--- src/rtl/bcr_pkg.sv ---
// constants shared by the bridge and its initialization controller
// assumes one 100 MHz clock for both ends
package bcr_pkg;
	// ---------------------------------------------------------------
	// bridge register offsets
	// ---------------------------------------------------------------
	localparam logic [7:0] A_SRST    = 8'h09;
	localparam logic [7:0] A_CLKSRC  = 8'h0A;
	localparam logic [7:0] A_CLKDIV  = 8'h0B;
	localparam logic [7:0] A_PLL     = 8'h0D;
	localparam logic [7:0] A_DSIRNG  = 8'h12;
	localparam logic [7:0] A_HLEN_L  = 8'h20;
	localparam logic [7:0] A_HLEN_H  = 8'h21;
	localparam logic [7:0] A_VSIZE_L = 8'h24;
	localparam logic [7:0] A_VSIZE_H = 8'h25;
	localparam logic [7:0] A_HSW_L   = 8'h2C;
	localparam logic [7:0] A_HSW_H   = 8'h2D;
	localparam logic [7:0] A_VSW_L   = 8'h30;
	localparam logic [7:0] A_VSW_H   = 8'h31;
	localparam logic [7:0] A_HBP     = 8'h34;
	localparam logic [7:0] A_VBP     = 8'h36;
	localparam logic [7:0] A_HFP     = 8'h38;
	localparam logic [7:0] A_VFP     = 8'h3A;
	localparam logic [7:0] A_TPG     = 8'h3C;
	localparam logic [7:0] A_ERR     = 8'hE5;
	// ---------------------------------------------------------------
	// field positions and values
	// ---------------------------------------------------------------
	localparam int         SRC_BIT   = 0;
	localparam logic       SRC_DSI   = 1'b1;
	localparam int         MULT_LSB  = 0;
	localparam int         DIV_LSB   = 3;
	localparam int         PLL_BIT   = 0;
	localparam int         SRST_BIT  = 0;
	localparam int         TPG_EN    = 4;
	localparam int         TPG_M_LSB = 0;
	localparam logic [7:0] ERR_CLR   = 8'hFF;
	localparam logic [7:0] ERR_NONE  = 8'h00;
	localparam logic [7:0] RST_BYTE  = 8'h00;
	// data lane states
	localparam logic [1:0] LN_LP11   = 2'h0;
	localparam logic [1:0] LN_HS     = 2'h1;
	localparam logic [1:0] LN_ULPS   = 2'h2;
	// ---------------------------------------------------------------
	// controller apb map
	// ---------------------------------------------------------------
	localparam logic [7:0] R_CTRL    = 8'h00;
	localparam logic [7:0] R_CFG     = 8'h04;
	localparam logic [7:0] R_STAT    = 8'h08;
	localparam logic [7:0] R_ERRRD   = 8'h0C;
	localparam logic [7:0] R_TAB     = 8'h40;
	localparam int         TAB_N     = 16;
	// ---------------------------------------------------------------
	// timing
	// ---------------------------------------------------------------
	localparam int T_RESET_MS = 10;
	localparam int T_ULPS_MS  = 3;
	localparam int T_VIDEO_MS = 5;
	localparam int T_ERR_MS   = 1;
	localparam int CLK_MHZ    = 100;
	localparam int CYC_MS     = CLK_MHZ * 1000;
	localparam int RESET_CYC  = T_RESET_MS * CYC_MS;
	localparam int ULPS_CYC   = T_ULPS_MS * CYC_MS;
	localparam int VIDEO_CYC  = T_VIDEO_MS * CYC_MS;
	localparam int ERR_CYC    = T_ERR_MS * CYC_MS;
endpackage
--- src/rtl/bcr_link_if.sv ---
// link between controller and bridge: enable pin, register port,
// dsi lane states and video stream; one clock shared by both ends
`timescale 1ns/1ps
`default_nettype none
interface bcr_link_if;
	logic        en;          // enable pin, low holds bridge in reset
	logic        req;         // register request
	logic        we;          // write when high
	logic [7:0]  addr;        // register offset
	logic [7:0]  wdata;       // write data
	logic [7:0]  rdata;       // read data
	logic        ack;         // one-cycle answer
	logic        clk_hs;      // dsi clock lane in high speed
	logic [1:0]  lane;        // dsi data lane state
	logic        vid_valid;   // video word valid
	logic [23:0] vid_data;    // video pixel
	logic [7:0]  dsi_err;     // error event pulses on the dsi side
	modport ctl (output en, req, we, addr, wdata, clk_hs, lane,
		vid_valid, vid_data, dsi_err, input rdata, ack);
	modport dev (input en, req, we, addr, wdata, clk_hs, lane,
		vid_valid, vid_data, dsi_err, output rdata, ack);
endinterface
`default_nettype wire

--- src/rtl/bcr_ctrl.sv ---
// initialization controller: runs the power-up, ulps exit and
// error check sequences over the link, ordered by apb registers
// assumes an apb master on pclk; the bridge shares pclk
// Function
// - bridge clock from dsi or reference
// - dsi clock lane kept in high speed
// - source select bit picks pixel clock
// - reference multiplied by two-bit field
// - reference clock within 25 to 154 MHz
// - dsi clock divided by five-bit field
// - software programs clock range fields
// - pll enable only after clock settings
// - registers stay accessible during ulps
// - ulps entry on all enabled lanes
// - after ulps exit wait, soft reset
// - pattern enable drives pattern, ignores dsi
// - three pattern modes, geometry from registers
// - enable low means shutdown and float
// - enable held low at least 10 ms
// - in reset: clock hs, lanes lp11
// - no bridging before configuration writes
// - soft reset, wait, then video, wait
// - clear errors with 0xFF, read later
// - nonzero errors restart from lane setup
// - all waits are minimums only
`timescale 1ns/1ps
`default_nettype none
module bcr_ctrl #(
	parameter int RESET_CYC = bcr_pkg::RESET_CYC, // 10 ms wait
	parameter int ULPS_CYC  = bcr_pkg::ULPS_CYC,  // 3 ms wait
	parameter int VIDEO_CYC = bcr_pkg::VIDEO_CYC, // 5 ms wait
	parameter int ERR_CYC   = bcr_pkg::ERR_CYC    // 1 ms wait
) (
	bcr_link_if.ctl          lnk,       // link to bridge
	input  wire logic        pclk,      // system clock
	input  wire logic        presetn,   // async reset, low
	input  wire logic        clk_en,    // freezes state when low
	input  wire logic        psel,      // apb select
	input  wire logic        penable,   // apb access phase
	input  wire logic        pwrite,    // apb write
	input  wire logic [7:0]  paddr,     // apb byte address
	input  wire logic [31:0] pwdata,    // apb write data
	output logic [31:0]      prdata,    // apb read data
	output logic             pready,    // apb ready
	output logic             pslverr,   // apb error
	input  wire logic        vid_in_v,  // user video valid
	input  wire logic [23:0] vid_in_d,  // user video pixel
	input  wire logic [7:0]  err_in     // user dsi error events
);
	import bcr_pkg::*;
	typedef enum logic [15:0] {
		S_IDLE  = 16'h0001,
		S_LANES = 16'h0002,
		S_ENLO  = 16'h0004,
		S_ENHI  = 16'h0008,
		S_TAB   = 16'h0010,
		S_PLL   = 16'h0020,
		S_PLLW  = 16'h0040,
		S_SRST  = 16'h0080,
		S_SRSTW = 16'h0100,
		S_VIDW  = 16'h0200,
		S_ECLR  = 16'h0400,
		S_EWAIT = 16'h0800,
		S_ERD   = 16'h1000,
		S_RUN   = 16'h2000,
		S_ULPS  = 16'h4000,
		S_UEXIT = 16'h8000
	} bcr_state_t;
	// ---------------------------------------------------------------
	// apb slave
	// ---------------------------------------------------------------
	bcr_state_t  st_reg, st_next;
	logic [15:0] tab [0:TAB_N-1];
	logic [4:0]  len_reg;
	logic        chk_reg;
	logic [7:0]  erd_reg;
	logic [7:0]  retry_reg;
	logic        fail_reg;
	logic        acc, wr, hit;
	logic        go, u_in, u_out;
	assign acc     = psel & penable;
	assign wr      = acc & pwrite;
	assign hit     = paddr == R_CTRL || paddr == R_CFG ||
		paddr == R_STAT || paddr == R_ERRRD ||
		(paddr >= R_TAB && paddr < R_TAB + 8'(TAB_N * 4));
	assign pready  = 1'b1;
	assign pslverr = acc & (~hit | (paddr[1:0] != 2'h0));
	assign go      = wr & paddr == R_CTRL & pwdata[0];
	assign u_in    = wr & paddr == R_CTRL & pwdata[1];
	assign u_out   = wr & paddr == R_CTRL & pwdata[2];
	// configuration table and options
	always_ff @(posedge pclk or negedge presetn) begin
		if (!presetn) begin
			for (int i = 0; i < TAB_N; i++) tab[i] <= 16'h0000;
			len_reg <= 5'h00;
			chk_reg <= 1'b0;
		end else if (clk_en && wr && !pslverr) begin
			if (paddr == R_CFG) begin
				len_reg <= (pwdata[4:0] > 5'(TAB_N)) ? 5'(TAB_N)
					: pwdata[4:0];
				chk_reg <= pwdata[8];
			end
			if (paddr >= R_TAB)
				tab[4'(paddr[5:2])] <= pwdata[15:0];
		end
	end
	// read mux
	always_comb begin
		prdata = 32'h00000000;
		case (paddr)
			R_CFG: prdata = {23'h000000, chk_reg, 3'h0, len_reg};
			R_STAT: prdata = {retry_reg, 7'h00, fail_reg, st_reg};
			R_ERRRD: prdata = {24'h000000, erd_reg};
			default: if (paddr >= R_TAB && hit)
				prdata = {16'h0000, tab[4'(paddr[5:2])]};
		endcase
	end
	// ---------------------------------------------------------------
	// register requests over the link
	// ---------------------------------------------------------------
	logic       req_reg, we_reg;
	logic [7:0] addr_reg, wdata_reg;
	logic [3:0] idx_reg;
	logic       issue, done_op;
	logic [7:0] op_a, op_d;
	assign issue   = st_reg == S_TAB || st_reg == S_PLL ||
		st_reg == S_SRST || st_reg == S_ECLR || st_reg == S_ERD;
	assign done_op = req_reg & lnk.ack;
	assign lnk.req   = req_reg;
	assign lnk.we    = we_reg;
	assign lnk.addr  = addr_reg;
	assign lnk.wdata = wdata_reg;
	// address and data of the next request
	always_comb begin
		op_a = tab[idx_reg][15:8];
		op_d = tab[idx_reg][7:0];
		case (st_reg)
			S_PLL: begin
				op_a = A_PLL;
				op_d = 8'h01;
			end
			S_SRST: begin
				op_a = A_SRST;
				op_d = 8'h01;
			end
			S_ECLR: begin
				op_a = A_ERR;
				op_d = ERR_CLR;
			end
			S_ERD: begin
				op_a = A_ERR;
				op_d = ERR_NONE;
			end
			default: ;
		endcase
	end
	// one request at a time, released at its answer
	always_ff @(posedge pclk or negedge presetn) begin
		if (!presetn) begin
			req_reg   <= 1'b0;
			we_reg    <= 1'b0;
			addr_reg  <= 8'h00;
			wdata_reg <= 8'h00;
		end else if (clk_en) begin
			if (done_op) begin
				req_reg <= 1'b0;
			end else if (!req_reg && issue) begin
				req_reg   <= 1'b1;
				we_reg    <= st_reg != S_ERD;
				addr_reg  <= op_a;
				wdata_reg <= op_d;
			end
		end
	end
	// ---------------------------------------------------------------
	// sequencer
	// ---------------------------------------------------------------
	logic [23:0] cnt_reg;
	logic        resume_reg;
	function automatic logic elapsed(input logic [23:0] c,
		input int n);
		elapsed = c >= 24'(n - 1);
	endfunction
	always_comb begin
		st_next = st_reg;
		case (st_reg)
			S_IDLE: if (go) st_next = S_LANES;
			S_LANES: st_next = S_ENLO;
			S_ENLO: if (elapsed(cnt_reg, RESET_CYC))
				st_next = S_ENHI;
			S_ENHI: if (elapsed(cnt_reg, RESET_CYC))
				st_next = (len_reg == 5'h00) ? S_PLL : S_TAB;
			S_TAB: if (done_op && 5'(idx_reg) + 5'h01 >= len_reg)
				st_next = S_PLL;
			S_PLL: if (done_op) st_next = S_PLLW;
			S_PLLW: if (elapsed(cnt_reg, RESET_CYC)) st_next = S_SRST;
			S_SRST: if (done_op)
				st_next = resume_reg ? S_RUN : S_SRSTW;
			S_SRSTW: if (elapsed(cnt_reg, RESET_CYC))
				st_next = S_VIDW;
			S_VIDW: if (elapsed(cnt_reg, VIDEO_CYC))
				st_next = chk_reg ? S_ECLR : S_RUN;
			S_ECLR: if (done_op) st_next = S_EWAIT;
			S_EWAIT: if (elapsed(cnt_reg, ERR_CYC)) st_next = S_ERD;
			S_ERD: if (done_op)
				st_next = (lnk.rdata != ERR_NONE) ? S_LANES
					: S_RUN;
			S_RUN: begin
				if (go) st_next = S_LANES;
				else if (u_in) st_next = S_ULPS;
			end
			S_ULPS: if (u_out) st_next = S_UEXIT;
			S_UEXIT: if (elapsed(cnt_reg, ULPS_CYC))
				st_next = S_SRST;
			default: st_next = S_IDLE;
		endcase
	end
	// state, wait counter and table index
	always_ff @(posedge pclk or negedge presetn) begin
		if (!presetn) begin
			st_reg  <= S_IDLE;
			cnt_reg <= 24'h000000;
			idx_reg <= 4'h0;
		end else if (clk_en) begin
			st_reg  <= st_next;
			cnt_reg <= (st_next != st_reg) ? 24'h000000
				: cnt_reg + 24'h000001;
			if (st_reg != S_TAB)
				idx_reg <= 4'h0;
			else if (done_op)
				idx_reg <= idx_reg + 4'h1;
		end
	end
	// status: retries, error readback, ulps resume flag
	always_ff @(posedge pclk or negedge presetn) begin
		if (!presetn) begin
			erd_reg    <= 8'h00;
			retry_reg  <= 8'h00;
			fail_reg   <= 1'b0;
			resume_reg <= 1'b0;
		end else if (clk_en) begin
			if (st_reg == S_ERD && done_op) begin
				erd_reg <= lnk.rdata;
				if (lnk.rdata != ERR_NONE) begin
					fail_reg  <= 1'b1;
					retry_reg <= retry_reg + 8'h01;
				end
			end else if (go) begin
				fail_reg  <= 1'b0;
				retry_reg <= 8'h00;
			end
			if (st_reg == S_UEXIT)
				resume_reg <= 1'b1;
			else if (st_reg == S_RUN || st_reg == S_LANES)
				resume_reg <= 1'b0;
		end
	end
	// ---------------------------------------------------------------
	// pin and lane drive
	// ---------------------------------------------------------------
	logic        en_reg, hs_reg, vv_reg;
	logic [1:0]  lane_reg;
	logic [23:0] vd_reg;
	logic [7:0]  err_reg;
	logic        stream;
	assign stream = st_next == S_VIDW || st_next == S_ECLR ||
		st_next == S_EWAIT || st_next == S_ERD || st_next == S_RUN;
	assign lnk.en        = en_reg;
	assign lnk.clk_hs    = hs_reg;
	assign lnk.lane      = lane_reg;
	assign lnk.vid_valid = vv_reg;
	assign lnk.vid_data  = vd_reg;
	assign lnk.dsi_err   = err_reg;
	always_ff @(posedge pclk or negedge presetn) begin
		if (!presetn) begin
			en_reg   <= 1'b0;
			hs_reg   <= 1'b0;
			lane_reg <= LN_LP11;
			vv_reg   <= 1'b0;
			vd_reg   <= 24'h000000;
			err_reg  <= 8'h00;
		end else if (clk_en) begin
			en_reg   <= !(st_next == S_IDLE || st_next == S_LANES ||
				st_next == S_ENLO);
			hs_reg   <= st_next != S_IDLE && st_next != S_ULPS;
			lane_reg <= (st_next == S_ULPS) ? LN_ULPS
				: stream ? LN_HS : LN_LP11;
			vv_reg   <= stream & vid_in_v;
			vd_reg   <= stream ? vid_in_d : 24'h000000;
			err_reg  <= en_reg ? err_in : 8'h00;
		end
	end
endmodule
`default_nettype wire

--- src/flat_wrapper.sv ---
// flat-port wrapper written by rule: the top's interface ports become plain ports
module bcr_ctrl_flat import bcr_pkg::*;
#(
	parameter int RESET_CYC = bcr_pkg::RESET_CYC,              
	parameter int ULPS_CYC  = bcr_pkg::ULPS_CYC,              
	parameter int VIDEO_CYC = bcr_pkg::VIDEO_CYC,             
	parameter int ERR_CYC   = bcr_pkg::ERR_CYC                
)
  (pclk, presetn, clk_en, psel, penable, pwrite, paddr, pwdata, prdata, pready, pslverr, vid_in_v, vid_in_d, err_in, lnk_en, lnk_req, lnk_we, lnk_addr, lnk_wdata, lnk_clk_hs, lnk_lane, lnk_vid_valid, lnk_vid_data, lnk_dsi_err, lnk_rdata, lnk_ack);
  bcr_link_if lnk_i ();
  input  wire logic pclk;
  input  wire logic presetn;
  input  wire logic clk_en;
  input  wire logic psel;
  input  wire logic penable;
  input  wire logic pwrite;
  input  wire logic [7:0] paddr;
  input  wire logic [31:0] pwdata;
  output logic [31:0] prdata;
  output logic pready;
  output logic pslverr;
  input  wire logic vid_in_v;
  input  wire logic [23:0] vid_in_d;
  input  wire logic [7:0] err_in;
  output wire logic [$bits(lnk_i.en)-1:0] lnk_en;
  output wire logic [$bits(lnk_i.req)-1:0] lnk_req;
  output wire logic [$bits(lnk_i.we)-1:0] lnk_we;
  output wire logic [$bits(lnk_i.addr)-1:0] lnk_addr;
  output wire logic [$bits(lnk_i.wdata)-1:0] lnk_wdata;
  output wire logic [$bits(lnk_i.clk_hs)-1:0] lnk_clk_hs;
  output wire logic [$bits(lnk_i.lane)-1:0] lnk_lane;
  output wire logic [$bits(lnk_i.vid_valid)-1:0] lnk_vid_valid;
  output wire logic [$bits(lnk_i.vid_data)-1:0] lnk_vid_data;
  output wire logic [$bits(lnk_i.dsi_err)-1:0] lnk_dsi_err;
  input wire logic [$bits(lnk_i.rdata)-1:0] lnk_rdata;
  input wire logic [$bits(lnk_i.ack)-1:0] lnk_ack;
  assign lnk_en = lnk_i.en;
  assign lnk_req = lnk_i.req;
  assign lnk_we = lnk_i.we;
  assign lnk_addr = lnk_i.addr;
  assign lnk_wdata = lnk_i.wdata;
  assign lnk_clk_hs = lnk_i.clk_hs;
  assign lnk_lane = lnk_i.lane;
  assign lnk_vid_valid = lnk_i.vid_valid;
  assign lnk_vid_data = lnk_i.vid_data;
  assign lnk_dsi_err = lnk_i.dsi_err;
  assign lnk_i.rdata = lnk_rdata;
  assign lnk_i.ack = lnk_ack;
  bcr_ctrl #(.RESET_CYC(RESET_CYC), .ULPS_CYC(ULPS_CYC), .VIDEO_CYC(VIDEO_CYC), .ERR_CYC(ERR_CYC)) u_core (.lnk(lnk_i), .pclk(pclk), .presetn(presetn), .clk_en(clk_en), .psel(psel), .penable(penable), .pwrite(pwrite), .paddr(paddr), .pwdata(pwdata), .prdata(prdata), .pready(pready), .pslverr(pslverr), .vid_in_v(vid_in_v), .vid_in_d(vid_in_d), .err_in(err_in));
endmodule
--- config.mk ---
export PLATFORM = sky130hd
export DESIGN_NAME = bcr_ctrl_flat
export DESIGN_NICKNAME = d
export VERILOG_FILES = /design/src/rtl/bcr_pkg.sv /design/src/rtl/bcr_link_if.sv /design/src/rtl/bcr_ctrl.sv /design/src/flat_wrapper.sv
export SDC_FILE = /design/constraint.sdc
export NUM_CORES = 1
export LEC_CHECK = 0
export BUFFER_PORTS_ARGS = -buffer_cell sky130_fd_sc_hd__buf_2
export CAP_MARGIN = 10
export CORE_MARGIN = 8
export CORE_UTILIZATION = 40
export DETAILED_ROUTE_END_ITERATION = 7
export GPL_TIMING_DRIVEN = 0
export PLACE_DENSITY_LB_ADDON = 0.25
export SLEW_MARGIN = 20
export SYNTH_ARGS = -nofsm -noshare
export SYNTH_HDL_FRONTEND = slang
export SYNTH_SLANG_ARGS = --single-unit
--- constraint.sdc ---
create_clock -name pclk -period 10.15 [get_ports pclk]
set_input_delay 0.5075 -clock pclk [delete_from_list [all_inputs] [get_ports pclk]]
set_output_delay 0.5075 -clock pclk [all_outputs]
set_load 0.005 [all_outputs]
==> metrics.txt <==
slowest stage delay, CP 0.68 ns; worst clock skew 0.01952 ns; final WL 67720 microns; Die Height 242.1 microns; fin crit share 45.58%; port buffer count 149; Initial DRC Count 1438; Psw 800.2 uW; proportion of synthesized area in mux cells 33.69%; footprint of the multi-input gates 10270 sq um; final-report setup violation count 0; Clk network pwr share 44.9%; worst-margin pin slew 1.224 ns; clk root buf clkbuf_16; post-DP HPWL 47720 microns; Max-slew headroom 18.39%; Logic pwr share 7.3%; Synth area leader dfrtp_1; RSZ-0062 raised after global routing false; Crit. End Element register; initial antenna violation count 3; Final nets 1878; Avg Synthesized Cell Area 12.96 sq um; register share of total power 47.8%; Max Slew Vio Count 0; compound-cell area share of the yosys netlist 5.782%; vias per cell 5.923; register area 9485 sq um; Peak VDD IR 116.4 uV; max FFs per register 256; Cell Area, Synth 20450 sq um; Period minus WS final 4.626 ns; met2 usage 37.01%; DR DRC count 0; CTS buffer count 41; vias in the first global route 15480; first-pass GRT wire length 101900 microns; H-tree Lvls 2; CP max stage cell buf_1; post-synth top area share 46.26%; top cells by area, synth dfrtp_1, mux4_2, mux2_2, nor2_1, clkbuf_1; Initial Util 40.19%; Primary FF master, synth dfrtp_1; post-synthesis adder-cell area fraction 0.4895%; crit path cell chain buf_1 > buf_1 > nand3_1 > xnor2_1 > ha_1 > nand2_1 > a21oi_1 > a41o_1 > o221ai_2 > or2_1 > buf_6 > a2111oi_4 > buf_6 > nor2_2; drt wl/cell 27.17 microns; I/O Pins 177; Layout area overhead 14.97%; highest-count cells in the layout ignoring fill and taps dfrtp_1, mux2_2, buf_2; Post-CTS Setup Repair Bufs 0; Routability Congestion 0.9309; total track usage 22.85%; die width 242.1 microns; Netlist cell types 75; Seq cells post-synth 379; pin count of the biggest net entering global routing 95; Critical Path RT 10.61 ns; Final Hold Viols 0; post-synthesis simple-gate area fraction 9.147%; power per cell area 137.9 nW/um^2; M1 GR Usage 29.20%; clock slew at reported path FFs 0.06 ns; YS warnings 0; Synth async-reset ratio 100.0%; Setup CP Type reg -> reg; CP arrival 5.09 ns; Hold Crit Class in -> reg; post-synthesis sequential area ratio 46.38%; hold slack 0.1609 ns; Core Footprint 50890 sq um; # rows 83; setup_tns 0 ns; die area 58610 sq um; most common cell after layout, fill and taps aside dfrtp_1; Synth Area in XOR/XNOR 0.8994%; leakage 10.66 nW; Pre-Repair DR Iteration Count 6; switching part of the total power 24.68%; layer with the highest usage met2; # fillers 4592; number of synthesized flops with an enable pin 0; crit path max fanout 10; via count 14760; main combinational cell family by area after synthesis multiplexers; CTS max path bufs 3; layout cells sized above 1 39.28%; Max-Cap Viols 0; Highest Clock Rate 216.2 MHz; worst-skew pair later-pin latency 0.58 ns; GRT Residual Overflow 0; met3 Usage GRT 5.148%; Post-Syn Instances 1578; P_int 2.442 mW; CTS tree built; post-detailed-route count of antenna-violating nets 0; clock sinks 379; status finished, final reports clean; crit start category register
==> cells by family (layout without fill, tap and decap cells) <==
logic type | Yosys count | in the layout
simple gates | 367 | 367
compound gates | 181 | 181
fa+ha+maj | 8 | 8
mux | 455 | 455
xor+xnor | 21 | 21
other cells | 2 | 10
buf+inv | 165 | 391
flops | 379 | 379
==> worst paths after layout <==
path	startpoint	end	slack (ns)	cells past startpoint
worst max-delay path	u_core.idx_reg[0]	u_core.lnk.vid_data[7]	5.52	14
worst min-delay path	err_in[2]	u_core.lnk.dsi_err[2]	0.16	2
worst max register to register	u_core.idx_reg[0]	u_core.lnk.vid_data[7]	5.52	14
worst min register to register	u_core.fail_reg	u_core.fail_reg	0.47	2
max in group asynchronous	presetn	u_core.tab[131]	8.15	5
min in group asynchronous	presetn	u_core.lnk.addr[3]	0.39	2
==> routing by layer <==
| metal | part of all wire, % | up-vias |
|---|---|---|
| li1 | - | 6329 |
| met1 | 41 | 7655 |
| met2 | 48 | 605 |
| met3 | 6.6 | 168 |
| met4 | 4.7 | 2 |
| met5 | 0.018 | - |
==> cell usage after synthesis (11+ instances only) <==
master    instances
nand4_1          21
o22ai_1          13
mux2_2          267
nand2_1          77
a21oi_1          40
mux4_2          160
clkbuf_1         82
xor2_1           12
dfrtp_1         378
nor2_1          117
nor3_1           17
and3_1           12
inv_1            38
buf_1            20
nor4_1           13
and2_1           15
buf_4            11
nor2_2           11
nand3_1          16
o21ai_0          52
mux2i_1          28
a22o_1           13
==> final cells by class <==
| cell class | instances | share of cell area, % |
|---|---|---|
| Antenna cell | 2 | 0.02129 |
| Buffer | 127 | 2.560 |
| Clock buffer | 63 | 5.013 |
| Clock inverter | 8 | 0.3885 |
| Inverter | 38 | 0.6067 |
| Multi-Input combinational cell | 1040 | 43.67 |
| Sequential cell | 379 | 40.35 |
| Tap cell | 680 | 3.619 |
| Timing Repair Buffer | 155 | 3.773 |
==> critical path, delay by kind of cell, from the launching register on <==
kind	cells	cell delay [ns]
buffers and inverters	4	1.71
adders and majority gates	1	0.19
DFF	1	0.46
AOI/OAI and AO/OA	4	1.26
xor gates and xnor gates	1	0.28
and+or+nand+nor	4	0.61
==> stage by stage <==
stage | total power, mW | cells | utilization (%) | worst slack [ns] | cell area [sq um]
after CTS | 3.270 | 2490 | 46.18 | 5.401 | 23500
final | 3.243 | 2492 | 46.20 | 5.524 | 23510
after detailed placement | 1.814 | 2418 | 43.67 | 5.402 | 22220
after global routing | 3.352 | 2492 | 46.20 | 5.002 | 23510
after global placement | 1.805 | 2413 | 43.37 | 1.135 | 22070
after floorplan | 1.689 | 1584 | - | 6.529 | 20470
==> power groups by stage <==
stage | Sequential (mW) | Combinational (mW) | Clock, mW
after floorplan | 1.57 | 0.115 | 0
after global placement | 1.58 | 0.228 | 0
after detailed placement | 1.58 | 0.237 | 0
after CTS | 1.55 | 0.238 | 1.48
after global routing | 1.55 | 0.258 | 1.54
final | 1.55 | 0.237 | 1.46
==> repair_timing <==
action,in CTS,in global routing
gates resized for setup,0,0
hold endpoints to repair,28,0
hold buffers,1,0
setup endpoints to repair,0,0
Power figures use the tool's default switching activity.
